<file path="src/shared/flash_seq_params.svh">
// Constants of the flash page program sequencer: offsets, fields, resets, counts
`ifndef FLASH_SEQ_PARAMS_SVH
`define FLASH_SEQ_PARAMS_SVH
`define OFS_CTRL 4'h0
`define OFS_CMD 4'h4
`define OFS_STATUS 4'h8
`define BIT_READY 0
`define BIT_LOCK_VIOLATION_FLAG 2
`define BIT_PROGRAMMING_ERROR_FLAG 3
`define CMD_KEY 8'ha5
`define CMD_WRITE_PAGE 6'h01
`define CMD_CLEAR_PB 6'h03
`define CMD_ERASE_ALL 6'h08
`define CMD_QUICK_CHECK 6'h0c
`define WS_PB_WRITE 3'h4
`define WS_FLASH_READ 3'h2
`define PB_WORDS 64
`define PB_LAST 6'h3f
`define RST_CTRL 2'h0
`endif

</file>
<file path="src/shared/flash_seq_pkg.sv">
// Types of the flash page program sequencer
package flash_seq_pkg;
    typedef enum logic [2:0] {
        S_IDLE = 3'h0,
        S_PEND = 3'h1,
        S_PROG = 3'h3,
        S_VOLCLR = 3'h2,
        S_ERASE = 3'h6,
        S_FINISH = 3'h4
    } state_t;
    typedef struct packed {
        logic lock_ie;
        logic ready_ie;
    } ctrl_t;
    typedef struct packed {
        logic programming_error_flag;
        logic lock_violation_flag;
        logic ready;
    } status_t;
endpackage : flash_seq_pkg

</file>
<file path="src/rtl/flash_page_program_sequencer.sv">
// Flash command sequencer with write-only one-page buffer
`timescale 1ns/1ps
`default_nettype none
`include "flash_seq_params.svh"
module flash_page_program_sequencer #(
    parameter int PAGE_BITS = 10
) (
    input wire logic CLK_IN,
    input wire logic RSTN_IN,
    input wire logic [3:0] AVS_ADDRESS_IN,
    input wire logic AVS_READ_IN,
    input wire logic AVS_WRITE_IN,
    input wire logic [31:0] AVS_WRITEDATA_IN,
    output logic [31:0] AVS_READDATA_OUT,
    output logic AVS_WAITREQUEST_OUT,
    input wire logic HSB_VALID_IN,
    input wire logic HSB_WRITE_IN,
    input wire logic [PAGE_BITS+5:0] HSB_ADDR_IN,
    input wire logic [31:0] HSB_WDATA_IN,
    input wire logic HSB_SECURE_IN,
    output logic HSB_READY_OUT,
    output logic [31:0] HSB_RDATA_OUT,
    output logic [PAGE_BITS+5:0] FLASH_RD_ADDR_OUT,
    input wire logic [31:0] FLASH_RD_DATA_IN,
    output logic FLASH_WR_EN_OUT,
    output logic [PAGE_BITS-1:0] FLASH_WR_PAGE_OUT,
    output logic [5:0] FLASH_WR_INDEX_OUT,
    output logic [31:0] FLASH_WR_DATA_OUT,
    output logic FLASH_ERASE_ALL_OUT,
    output logic VOLATILE_CLEAR_REQ_OUT,
    input wire logic VOLATILE_CLEAR_DONE_IN,
    input wire logic [15:0] LOCK_FUSES_IN,
    input wire logic [2:0] BOOT_AREA_PROTECT_FUSES_IN,
    input wire logic [15:0] SECURE_REGIONS_IN,
    output logic IRQ_OUT
);
    // Region of a page: the top four page bits select one of sixteen
    function automatic logic [3:0] region_of(input logic [PAGE_BITS-1:0] pg);
        region_of = pg[PAGE_BITS-1 -: 4];
    endfunction : region_of

    // Boot area covers the lowest 2**n pages for a non-zero setting
    function automatic logic in_boot_area(input logic [PAGE_BITS-1:0] pg,
                                          input logic [2:0] bp);
        logic [PAGE_BITS:0] limit;
        limit = (PAGE_BITS+1)'(1) << bp;
        in_boot_area = (bp != 3'h0) && ({1'b0, pg} < limit);
    endfunction : in_boot_area

    logic rst_meta;
    logic rst_n;
    always_ff @(posedge CLK_IN or negedge RSTN_IN) begin
        if (!RSTN_IN) begin
            rst_meta <= 1'b0;
            rst_n <= 1'b0;
        end else begin
            rst_meta <= 1'b1;
            rst_n <= rst_meta;
        end
    end

    flash_seq_pkg::state_t state;
    flash_seq_pkg::state_t next_state;
    flash_seq_pkg::ctrl_t flash_control_reg;
    flash_seq_pkg::status_t flags;
    logic [31:0] page_buffer [`PB_WORDS];
    logic [PAGE_BITS-1:0] target_page_number;
    logic [5:0] pend_cmd;
    logic pb_secure;
    logic [5:0] prog_idx;
    logic [2:0] hsb_cnt;
    logic done_event;
    logic av_ack;
    logic [31:0] read_mux;

    // Register bus decode
    wire av_req = AVS_READ_IN | AVS_WRITE_IN;
    wire av_take = av_req & av_ack;
    wire cmd_wr = av_take & AVS_WRITE_IN & (AVS_ADDRESS_IN == `OFS_CMD);
    wire ctrl_wr = av_take & AVS_WRITE_IN & (AVS_ADDRESS_IN == `OFS_CTRL);
    wire status_rd = av_take & AVS_READ_IN & (AVS_ADDRESS_IN == `OFS_STATUS);
    wire [5:0] wr_code = AVS_WRITEDATA_IN[5:0];
    wire key_ok = AVS_WRITEDATA_IN[31:24] == `CMD_KEY;
    wire code_ok = (wr_code == `CMD_WRITE_PAGE) | (wr_code == `CMD_CLEAR_PB)
                 | (wr_code == `CMD_ERASE_ALL) | (wr_code == `CMD_QUICK_CHECK);
    wire cmd_accept = cmd_wr & (state == flash_seq_pkg::S_IDLE) & key_ok & code_ok;

    // High-speed bus decode; a single port serialises all accesses
    wire busy = (state != flash_seq_pkg::S_IDLE) & (state != flash_seq_pkg::S_PEND);
    wire hsb_idle = ~HSB_VALID_IN & (hsb_cnt == 3'h0);
    wire pb_fire = HSB_VALID_IN & HSB_WRITE_IN & ~busy & (hsb_cnt == `WS_PB_WRITE);
    wire rd_fire = HSB_VALID_IN & ~HSB_WRITE_IN & ~busy & (hsb_cnt == `WS_FLASH_READ);
    wire [5:0] pb_idx = HSB_ADDR_IN[5:0];
    wire [PAGE_BITS-1:0] pb_page = HSB_ADDR_IN[PAGE_BITS+5:6];
    assign HSB_READY_OUT = pb_fire | rd_fire;

    // Protection checks for the pending command
    wire [3:0] tgt_region = region_of(target_page_number);
    wire page_locked = ~LOCK_FUSES_IN[tgt_region]
                     | in_boot_area(target_page_number, BOOT_AREA_PROTECT_FUSES_IN);
    wire secure_hit = SECURE_REGIONS_IN[tgt_region] & ~pb_secure;
    wire any_lock = (LOCK_FUSES_IN != 16'hffff) | (BOOT_AREA_PROTECT_FUSES_IN != 3'h0);
    wire start = (state == flash_seq_pkg::S_PEND) & hsb_idle;
    wire lock_refuse = start & (((pend_cmd == `CMD_WRITE_PAGE) & (page_locked | secure_hit))
                     | ((pend_cmd == `CMD_ERASE_ALL) & any_lock));
    wire programming_error_flag_set = cmd_wr & ~cmd_accept;
    wire done_set = (state == flash_seq_pkg::S_FINISH) & (pend_cmd != `CMD_QUICK_CHECK);

    always_comb begin
        next_state = state;
        case (state)
            flash_seq_pkg::S_IDLE: begin
                if (cmd_wr) begin
                    next_state = cmd_accept ? flash_seq_pkg::S_PEND : flash_seq_pkg::S_FINISH;
                end
            end
            flash_seq_pkg::S_PEND: begin
                if (start) begin
                    if (lock_refuse) begin
                        next_state = flash_seq_pkg::S_FINISH;
                    end else if (pend_cmd == `CMD_WRITE_PAGE) begin
                        next_state = flash_seq_pkg::S_PROG;
                    end else if (pend_cmd == `CMD_ERASE_ALL) begin
                        next_state = flash_seq_pkg::S_VOLCLR;
                    end else begin
                        next_state = flash_seq_pkg::S_FINISH;
                    end
                end
            end
            flash_seq_pkg::S_PROG: begin
                if (prog_idx == `PB_LAST) begin
                    next_state = flash_seq_pkg::S_FINISH;
                end
            end
            flash_seq_pkg::S_VOLCLR: begin
                if (VOLATILE_CLEAR_DONE_IN) begin
                    next_state = flash_seq_pkg::S_ERASE;
                end
            end
            flash_seq_pkg::S_ERASE: next_state = flash_seq_pkg::S_FINISH;
            flash_seq_pkg::S_FINISH: next_state = flash_seq_pkg::S_IDLE;
            default: next_state = flash_seq_pkg::S_IDLE;
        endcase
    end

    always_ff @(posedge CLK_IN or negedge rst_n) begin
        if (!rst_n) begin
            state <= flash_seq_pkg::S_IDLE;
        end else begin
            state <= next_state;
        end
    end

    // Command latch; a rejected write still reports through FINISH
    always_ff @(posedge CLK_IN or negedge rst_n) begin
        if (!rst_n) begin
            pend_cmd <= 6'h00;
        end else if (cmd_wr && state == flash_seq_pkg::S_IDLE) begin
            pend_cmd <= cmd_accept ? wr_code : 6'h00;
        end
    end

    // Command register write in IDLE wins over a page buffer write in the same cycle
    always_ff @(posedge CLK_IN or negedge rst_n) begin
        if (!rst_n) begin
            target_page_number <= '0;
            pb_secure <= 1'b0;
        end else if (cmd_wr && state == flash_seq_pkg::S_IDLE) begin
            target_page_number <= AVS_WRITEDATA_IN[PAGE_BITS+7:8];
        end else if (pb_fire) begin
            target_page_number <= pb_page;
            pb_secure <= HSB_SECURE_IN;
        end
    end

    // No reset: contents survive page writes and only the clear command sets ones
    always_ff @(posedge CLK_IN) begin
        if (start && !lock_refuse && pend_cmd == `CMD_CLEAR_PB) begin
            for (int i = 0; i < `PB_WORDS; i++) begin
                page_buffer[i] <= 32'hffffffff;
            end
        end else if (pb_fire) begin
            page_buffer[pb_idx] <= page_buffer[pb_idx] & HSB_WDATA_IN;
        end
    end

    always_ff @(posedge CLK_IN or negedge rst_n) begin
        if (!rst_n) begin
            hsb_cnt <= 3'h0;
        end else if (HSB_READY_OUT) begin
            hsb_cnt <= 3'h0;
        end else if (HSB_VALID_IN && !busy) begin
            hsb_cnt <= hsb_cnt + 3'h1;
        end
    end

    // Reads always come from the array; the page buffer has no read path
    always_ff @(posedge CLK_IN or negedge rst_n) begin
        if (!rst_n) begin
            FLASH_RD_ADDR_OUT <= '0;
            HSB_RDATA_OUT <= 32'h00000000;
        end else if (HSB_VALID_IN && !HSB_WRITE_IN && !busy) begin
            if (hsb_cnt == 3'h0) begin
                FLASH_RD_ADDR_OUT <= HSB_ADDR_IN;
            end
            if (hsb_cnt == 3'h1) begin
                HSB_RDATA_OUT <= FLASH_RD_DATA_IN;
            end
        end
    end

    // Page programming streams one word per cycle
    always_ff @(posedge CLK_IN or negedge rst_n) begin
        if (!rst_n) begin
            prog_idx <= 6'h00;
            FLASH_WR_EN_OUT <= 1'b0;
            FLASH_WR_PAGE_OUT <= '0;
            FLASH_WR_INDEX_OUT <= 6'h00;
            FLASH_WR_DATA_OUT <= 32'h00000000;
        end else begin
            FLASH_WR_EN_OUT <= state == flash_seq_pkg::S_PROG;
            prog_idx <= (state == flash_seq_pkg::S_PROG) ? prog_idx + 6'h01 : 6'h00;
            if (state == flash_seq_pkg::S_PROG) begin
                FLASH_WR_PAGE_OUT <= target_page_number;
                FLASH_WR_INDEX_OUT <= prog_idx;
                FLASH_WR_DATA_OUT <= page_buffer[prog_idx];
            end
        end
    end

    // Erase pulse covers the flash array; lock fuses and secure regions are inputs it leaves alone
    always_ff @(posedge CLK_IN or negedge rst_n) begin
        if (!rst_n) begin
            VOLATILE_CLEAR_REQ_OUT <= 1'b0;
            FLASH_ERASE_ALL_OUT <= 1'b0;
        end else begin
            VOLATILE_CLEAR_REQ_OUT <= next_state == flash_seq_pkg::S_VOLCLR;
            FLASH_ERASE_ALL_OUT <= next_state == flash_seq_pkg::S_ERASE;
        end
    end

    // Status flags; a set in the cycle of a status read wins over its clear
    always_ff @(posedge CLK_IN or negedge rst_n) begin
        if (!rst_n) begin
            flags <= '{programming_error_flag: 1'b0, lock_violation_flag: 1'b0, ready: 1'b1};
            done_event <= 1'b0;
        end else begin
            flags.programming_error_flag <= programming_error_flag_set | (flags.programming_error_flag & ~status_rd);
            flags.lock_violation_flag <= lock_refuse | (flags.lock_violation_flag & ~status_rd);
            if (state == flash_seq_pkg::S_FINISH) begin
                flags.ready <= 1'b1;
            end else if (cmd_wr && state == flash_seq_pkg::S_IDLE) begin
                flags.ready <= 1'b0;
            end
            done_event <= done_set | (done_event & ~status_rd & ~cmd_wr);
        end
    end

    always_ff @(posedge CLK_IN or negedge rst_n) begin
        if (!rst_n) begin
            IRQ_OUT <= 1'b0;
        end else begin
            IRQ_OUT <= (flash_control_reg.ready_ie & (done_event | done_set))
                     | (flash_control_reg.lock_ie & (flags.lock_violation_flag | lock_refuse));
        end
    end

    always_ff @(posedge CLK_IN or negedge rst_n) begin
        if (!rst_n) begin
            flash_control_reg <= `RST_CTRL;
        end else if (ctrl_wr) begin
            flash_control_reg <= {AVS_WRITEDATA_IN[`BIT_LOCK_VIOLATION_FLAG], AVS_WRITEDATA_IN[`BIT_READY]};
        end
    end

    // One wait cycle on every register access; unmapped reads give zero
    assign AVS_WAITREQUEST_OUT = av_req & ~av_ack;
    assign read_mux = (AVS_ADDRESS_IN == `OFS_CTRL) ?
                          {29'h0, flash_control_reg.lock_ie, 1'b0, flash_control_reg.ready_ie} :
                      (AVS_ADDRESS_IN == `OFS_CMD) ?
                          {8'h00, (16)'(target_page_number), 2'b00, pend_cmd} :
                      (AVS_ADDRESS_IN == `OFS_STATUS) ?
                          {28'h0, flags.programming_error_flag, flags.lock_violation_flag, 1'b0, flags.ready} : 32'h00000000;

    always_ff @(posedge CLK_IN or negedge rst_n) begin
        if (!rst_n) begin
            av_ack <= 1'b0;
            AVS_READDATA_OUT <= 32'h00000000;
        end else begin
            av_ack <= av_req & ~av_ack;
            if (AVS_READ_IN && !av_ack) begin
                AVS_READDATA_OUT <= read_mux;
            end
        end
    end

    a_pb_wait_states: assert property (@(posedge CLK_IN) disable iff (!rst_n)
        pb_fire |-> $past(hsb_cnt) == 3'h3 && $past(HSB_VALID_IN, 4))
        else $error("page buffer write answered without four wait states");

    a_pb_and_store: assert property (@(posedge CLK_IN) disable iff (!rst_n)
        pb_fire && !start |=> page_buffer[$past(pb_idx)] == ($past(page_buffer[pb_idx])
                                                             & $past(HSB_WDATA_IN)))
        else $error("page buffer write did not store the AND");

    a_page_from_addr: assert property (@(posedge CLK_IN) disable iff (!rst_n)
        pb_fire && !cmd_wr |=> target_page_number == $past(pb_page))
        else $error("target page not loaded from buffer address");

    a_ready_cycle: assert property (@(posedge CLK_IN) disable iff (!rst_n)
        cmd_wr && state == flash_seq_pkg::S_IDLE |=> !flags.ready ##[1:70] flags.ready)
        else $error("ready flag did not drop and return");

    a_ready_idle: assert property (@(posedge CLK_IN) disable iff (!rst_n)
        flags.ready == (state == flash_seq_pkg::S_IDLE))
        else $error("ready flag disagrees with sequencer state");

    // Helper for the checks below: words streamed since the command began
    logic [6:0] wr_words;
    always_ff @(posedge CLK_IN or negedge rst_n) begin
        if (!rst_n) begin
            wr_words <= 7'h00;
        end else if (state == flash_seq_pkg::S_PEND) begin
            wr_words <= 7'h00;
        end else if (FLASH_WR_EN_OUT) begin
            wr_words <= wr_words + 7'h01;
        end
    end

    a_whole_page: assert property (@(posedge CLK_IN) disable iff (!rst_n)
        $fell(FLASH_WR_EN_OUT) |-> wr_words == 7'h40)
        else $error("page write did not stream the whole buffer");

    a_word_order: assert property (@(posedge CLK_IN) disable iff (!rst_n)
        FLASH_WR_EN_OUT |-> FLASH_WR_INDEX_OUT == wr_words[5:0])
        else $error("page write streamed words out of order");

    a_read_stalled: assert property (@(posedge CLK_IN) disable iff (!rst_n)
        busy |-> !(HSB_READY_OUT && !HSB_WRITE_IN))
        else $error("flash read answered during a command");

    a_start_on_idle: assert property (@(posedge CLK_IN) disable iff (!rst_n)
        state == flash_seq_pkg::S_PEND && !hsb_idle |=> state == flash_seq_pkg::S_PEND)
        else $error("command started while bus interface busy");

    a_busy_programming_error_flag: assert property (@(posedge CLK_IN) disable iff (!rst_n)
        cmd_wr && state != flash_seq_pkg::S_IDLE |=> flags.programming_error_flag && $stable(pend_cmd))
        else $error("command during execution not flagged");

    a_badkey_programming_error_flag: assert property (@(posedge CLK_IN) disable iff (!rst_n)
        cmd_wr && !key_ok |=> flags.programming_error_flag && state != flash_seq_pkg::S_PEND)
        else $error("bad key accepted");

    a_erase_refused: assert property (@(posedge CLK_IN) disable iff (!rst_n)
        start && pend_cmd == `CMD_ERASE_ALL && any_lock
            |=> flags.lock_violation_flag && !VOLATILE_CLEAR_REQ_OUT ##1 !FLASH_ERASE_ALL_OUT)
        else $error("erase all ran with a lock set");

    a_volatile_first: assert property (@(posedge CLK_IN) disable iff (!rst_n)
        $rose(FLASH_ERASE_ALL_OUT) |-> $past(VOLATILE_CLEAR_REQ_OUT))
        else $error("erase before volatile clear");

    a_flags_cleared: assert property (@(posedge CLK_IN) disable iff (!rst_n)
        status_rd && !programming_error_flag_set && !lock_refuse |=> !flags.programming_error_flag && !flags.lock_violation_flag)
        else $error("status read did not clear error flags");

    a_lock_irq: assert property (@(posedge CLK_IN) disable iff (!rst_n)
        lock_refuse && flash_control_reg.lock_ie |=> IRQ_OUT)
        else $error("lock error did not raise interrupt");
endmodule : flash_page_program_sequencer
`default_nettype wire

</file>
<file path="config.mk">
export PLATFORM = sky130hd
export DESIGN_NAME = flash_page_program_sequencer
export DESIGN_NICKNAME = d
export VERILOG_FILES = /design/src/shared/flash_seq_pkg.sv /design/src/rtl/flash_page_program_sequencer.sv
export VERILOG_INCLUDE_DIRS = /design/src /design/src/shared
export SDC_FILE = /design/constraint.sdc
export NUM_CORES = 2
export LEC_CHECK = 0
export BUFFER_PORTS_ARGS = -buffer_cell sky130_fd_sc_hd__buf_4
export CORE_ASPECT_RATIO = 0.8
export CORE_MARGIN = 2
export CORE_UTILIZATION = 40
export DETAILED_ROUTE_END_ITERATION = 10
export SKIP_CTS_REPAIR_TIMING = 1
export SLEW_MARGIN = 30
export SYNTH_ARGS = -nofsm -noshare
export SYNTH_HDL_FRONTEND = slang
export SYNTH_SLANG_ARGS = --single-unit
</file>
<file path="constraint.sdc">
create_clock -name CLK_IN -period 4.4 [get_ports CLK_IN]
set_clock_uncertainty 0.15 [all_clocks]
set_input_delay 0.88 -clock CLK_IN [delete_from_list [all_inputs] [get_ports CLK_IN]]
set_output_delay 0.88 -clock CLK_IN [all_outputs]
set_load 0.02 [all_outputs]
</file>
==> results by stage <==
Outcome:
- The run finished with clean final reports.

Timing:
- In this run the tightest slew margin relative to its limit is just under 30%.
- The number of setup violations in the final report is 0.
- The worst path meets setup with between 0.4 and 0.5 ns of slack.
- The part of the cycle the worst path needs is about 89%.
- The count of final max-slew check failures came to 0.
- The sum of negative setup slack is 0 ns.
- The smallest clock period supported by the final layout is computed as 3.925 ns.
- Setup repair after global routing left no endpoint under its margin.
- The transition time of the tightest slew-check pin is about 1.1 ns.
- The final number of hold-violating endpoints came to 0.
- The highest attainable clock frequency is ~250 MHz.

Global routing:
- The via count of the first global-routing pass was slightly below 80000.
- The first global-routing pass estimated between 600 and 700 mm of wire.
- Entering global routing, the biggest net connects 68 pins.
- The overall track demand over capacity in global routing is a little under a third.
- The initial antenna violation count was 14.
- The total grt overflow is 0.

Die:
- The width of the die is ~580 um.
- The initialized floorplan defines around 170 standard-cell rows.
- The total area inside the core boundary comes to 265000 um2.
- The count of boundary I/O pins is slightly below 300.
- The die outline area is 270300 um2.
- The die height is between 400 and 500 um.
- The starting density of the core is between 40% and 50%.

Clock tree:
- The maximum buffer depth of the clock tree is 4.
- TritonCTS built the clock tree.
- The clock-pin slew on the worst setup and hold paths is around 0.060 ns.
- The total clock sinks is 2202.
- The number of clock buffers added by TritonCTS is approximately 220.
- The H-tree was split into 4 levels.
- The tree is rooted in a sky130_fd_sc_hd__clkbuf_16.
- The later pin in the worst-skew pair is clocked with a latency of around 0.94 ns.

Power and ir drop:
- The cell area power density is approximately 360 nW/um2.
- The cell leakage power is 42.24 nW.
- IR analysis of the VDD net gives a maximum drop of 367.7 uV.

Synthesis:
- The top-area cell type share of the netlist area is approximately 58%.
- The number of different library cells used by synthesis comes to 59.
- In the synthesized netlist, the number of instances is 7872.
- In the synthesized netlist, the cells that appear most often are sky130_fd_sc_hd__nand2_1, sky130_fd_sc_hd__edfxtp_1, sky130_fd_sc_hd__a22oi_1.
- A synthesized cell averages 13.52 um2.
- Sorting the synthesized cells by area gives the leading types as sky130_fd_sc_hd__edfxtp_1, sky130_fd_sc_hd__mux4_2, sky130_fd_sc_hd__nand2_1.
- The biggest area contributor in the post-synthesis netlist is sky130_fd_sc_hd__edfxtp_1.
- For this run, the number of Yosys warnings is 0.
- The most used flip-flop cell after synthesis is sky130_fd_sc_hd__edfxtp_1.
- The synthesized design contains around 2200 register bits.
- The post-synthesis async set-or-reset flop share is roughly 7%.
- The most common cell in the synthesized netlist is sky130_fd_sc_hd__nand2_1.
- Yosys mapped a number of flops with a built-in enable equal to around 2000.
- The synthesized netlist occupies a cell area of 106400 um2.
- For this run, the register share of the synthesized area comes to 61.40%.

Worst setup path:
- The launching element type of the critical path is a flop.
- The dominant delay contributor by cell family on the critical path is simple AND/OR/NAND/NOR gates.
- The signal arrival time at the worst endpoint is between 4 and 5 ns.
- The worst-path maximum fanout is 19.
- Among all stages on the critical path, the largest delay is contributed by sky130_fd_sc_hd__or4b_2.
- Walking the worst path, the cells encountered are inv_1 > ha_1 > or4b_2 > or2_2 > or3_4 > buf_4 > o21ai_4 > buf_12.
- STA puts the critical path data required time at 4.83 ns.
- Together, buffers and inverters on the worst path number 3.
- The critical path endpoint category is a flop.
- For this run, the slowest stage of the critical path takes roughly 0.65 ns.
- The worst reg-to-reg setup slack is 0.47 ns.
- By startpoint and endpoint, the worst setup path is classified as reg2reg.

Place:
- The pre-CTS setup slack is about 0.08 ns.
- After detailed placement, the total cell area comes to between 100000 and 150000 um2.
- At the end of routability-driven placement, the weighted congestion stood at 0.9595.
- Summed over all nets, the half-perimeter wirelength after detailed placement is 283.9 mm.
- During placement, the flow inserted port buffers numbering 268.
- The total placed cells including tap cells is about 11000.

Route:
- Summed over all layers, the routed wires come to 435.0 mm.
- The post-route antenna net violation count is 0.
- The number of vias after detailed routing is just over 80000.
- The pre-antenna-repair detailed-routing pass consisted of 7 iterations.
- Using the TritonRoute via totals, the vias-per-cell ratio works out to ~7.
- For this block, the initial DRC count from the detailed router was 16140.
- The number of remaining DRC errors is 0.
- Dividing the detail-routed wire length by the instance count gives roughly 37 um.

Finish:
- The design area is 125500 um2.
- After filler insertion, the fill cell instance count of the layout stands at 22910.
- The post-synthesis to final-layout area growth is 17.88%.
- For this run, the number of standard cells in the final layout without fillers is roughly 12000.
- In the final design database the tool counted 8318 nets.
- The number of flip-flops in the largest register is 2048.
- The register with the most flip-flops is page_buffer.
- The post-route netlist has between 20% and 30% of its cells at a drive strength greater than 1.
- The largest registers in the layout are page_buffer (2048), FLASH_WR_DATA_OUT (32), HSB_RDATA_OUT (32).

Job:
- Max-cap violations in this run came to 0.

Worst hold path:
- The worst hold path class is in2reg.
## cell families (layout without fill, tap and decap cells)
group                    Yosys count  in the layout  synth area share, %
AO/OA/AOI/OAI                   1519           1519                10.91
AND/OR/NAND/NOR                 2478           2478                9.248
flip-flops                      2202           2202                61.40
buffers and inverters            886           1318                3.753
adder cells (fa/ha/maj)           12             12               0.1411
XOR/XNOR                           5              5              0.04114
other                              2             24             0.007056
multiplexers                     768            768                14.50
## worst paths after layout
check / cells after the start / end / start
setup / recovery: 8 / page_buffer[32][4]$_SDFFCE_PN1P_ / hsb_cnt[0]$_DFFE_PN0P_
hold / removal: 2 / HSB_RDATA_OUT[20]$_DFFE_PN0P_ / FLASH_RD_DATA_IN[20]
setup reg to reg: 8 / page_buffer[32][4]$_SDFFCE_PN1P_ / hsb_cnt[0]$_DFFE_PN0P_
hold reg to reg: 0 / rst_n$_DFF_PN0_ / rst_meta$_DFF_PN0_
max in group asynchronous: 1 / FLASH_WR_DATA_OUT[20]$_DFFE_PN0P_ / rst_n$_DFF_PN0_
min in group asynchronous: 2 / rst_n$_DFF_PN0_ / RSTN_IN
## final cells by class
cell class | count | area [um2] | share of cell area [%]
Sequential cell | 2202 | 65380 | 52.11
Multi-Input combinational cell | 4799 | 38610 | 30.77
Timing Repair Buffer | 913 | 9935 | 7.918
Clock buffer | 289 | 6088 | 4.853
Tap cell | 3505 | 4385 | 3.495
Clock inverter | 107 | 1022 | 0.8148
Inverter | 9 | 33.78 | 0.02693
Antenna cell | 7 | 17.52 | 0.01396
## report_power, final
| group | switching [mW] | internal [mW] |
|---|---|---|
| clock network | 8.44 | 10.8 |
| logic | 1.45 | 0.973 |
| registers | 0.311 | 22.9 |
| total | 10.2 | 34.7 |
## per-stage QoR
stage	utilization (%)	hold WS [ns]	power (mW)
floorplan	-	0.1812	24.76
global placement	44.66	0.1884	25.98
detailed placement	44.66	0.1910	26.04
CTS	47.34	-0.4345	44.87
global route	47.35	0.008316	45.84
finish	47.35	0.02375	44.87
## cells in the final DEF (no fill, tap or decap), types with 7 or more instances in the layout
cell type,count
sky130_fd_sc_hd__clkbuf_1,45
sky130_fd_sc_hd__o211ai_1,64
sky130_fd_sc_hd__clkinv_1,38
sky130_fd_sc_hd__nand4_1,30
sky130_fd_sc_hd__inv_1,8
sky130_fd_sc_hd__a22oi_1,684
sky130_fd_sc_hd__a22o_1,206
sky130_fd_sc_hd__a31oi_1,203
sky130_fd_sc_hd__mux2_2,51
sky130_fd_sc_hd__clkinvlp_4,10
sky130_fd_sc_hd__conb_1,17
sky130_fd_sc_hd__o21ai_0,14
sky130_fd_sc_hd__edfxtp_1,2048
sky130_fd_sc_hd__diode_2,7
sky130_fd_sc_hd__a221oi_1,190
sky130_fd_sc_hd__nand3_1,14
sky130_fd_sc_hd__mux2i_1,103
sky130_fd_sc_hd__clkbuf_16,228
sky130_fd_sc_hd__mux4_2,614
sky130_fd_sc_hd__clkinv_2,33
sky130_fd_sc_hd__nor2_1,40
sky130_fd_sc_hd__clkbuf_8,15
sky130_fd_sc_hd__o21ai_4,90
sky130_fd_sc_hd__a21oi_1,9
sky130_fd_sc_hd__nor2_4,62
sky130_fd_sc_hd__buf_4,666
sky130_fd_sc_hd__ha_1,12
sky130_fd_sc_hd__buf_12,246
sky130_fd_sc_hd__nand2_2,10
sky130_fd_sc_hd__a41oi_1,47
sky130_fd_sc_hd__nand2_1,2189
sky130_fd_sc_hd__or4_1,59
sky130_fd_sc_hd__bufinv_16,19
sky130_fd_sc_hd__dfrtp_1,147
## routing by layer
layer | part of all wire [%] | vias to the layer above | GRT usage [%]
met5 | 0.019 | - | 0
met4 | 6.1 | 12 | 16.31
met3 | 16 | 1367 | 10.26
met2 | 41 | 8273 | 44.03
met1 | 36 | 40510 | 43.32
li1 | - | 31130 | -
Note: power is estimated with default switching activity, not from simulation.
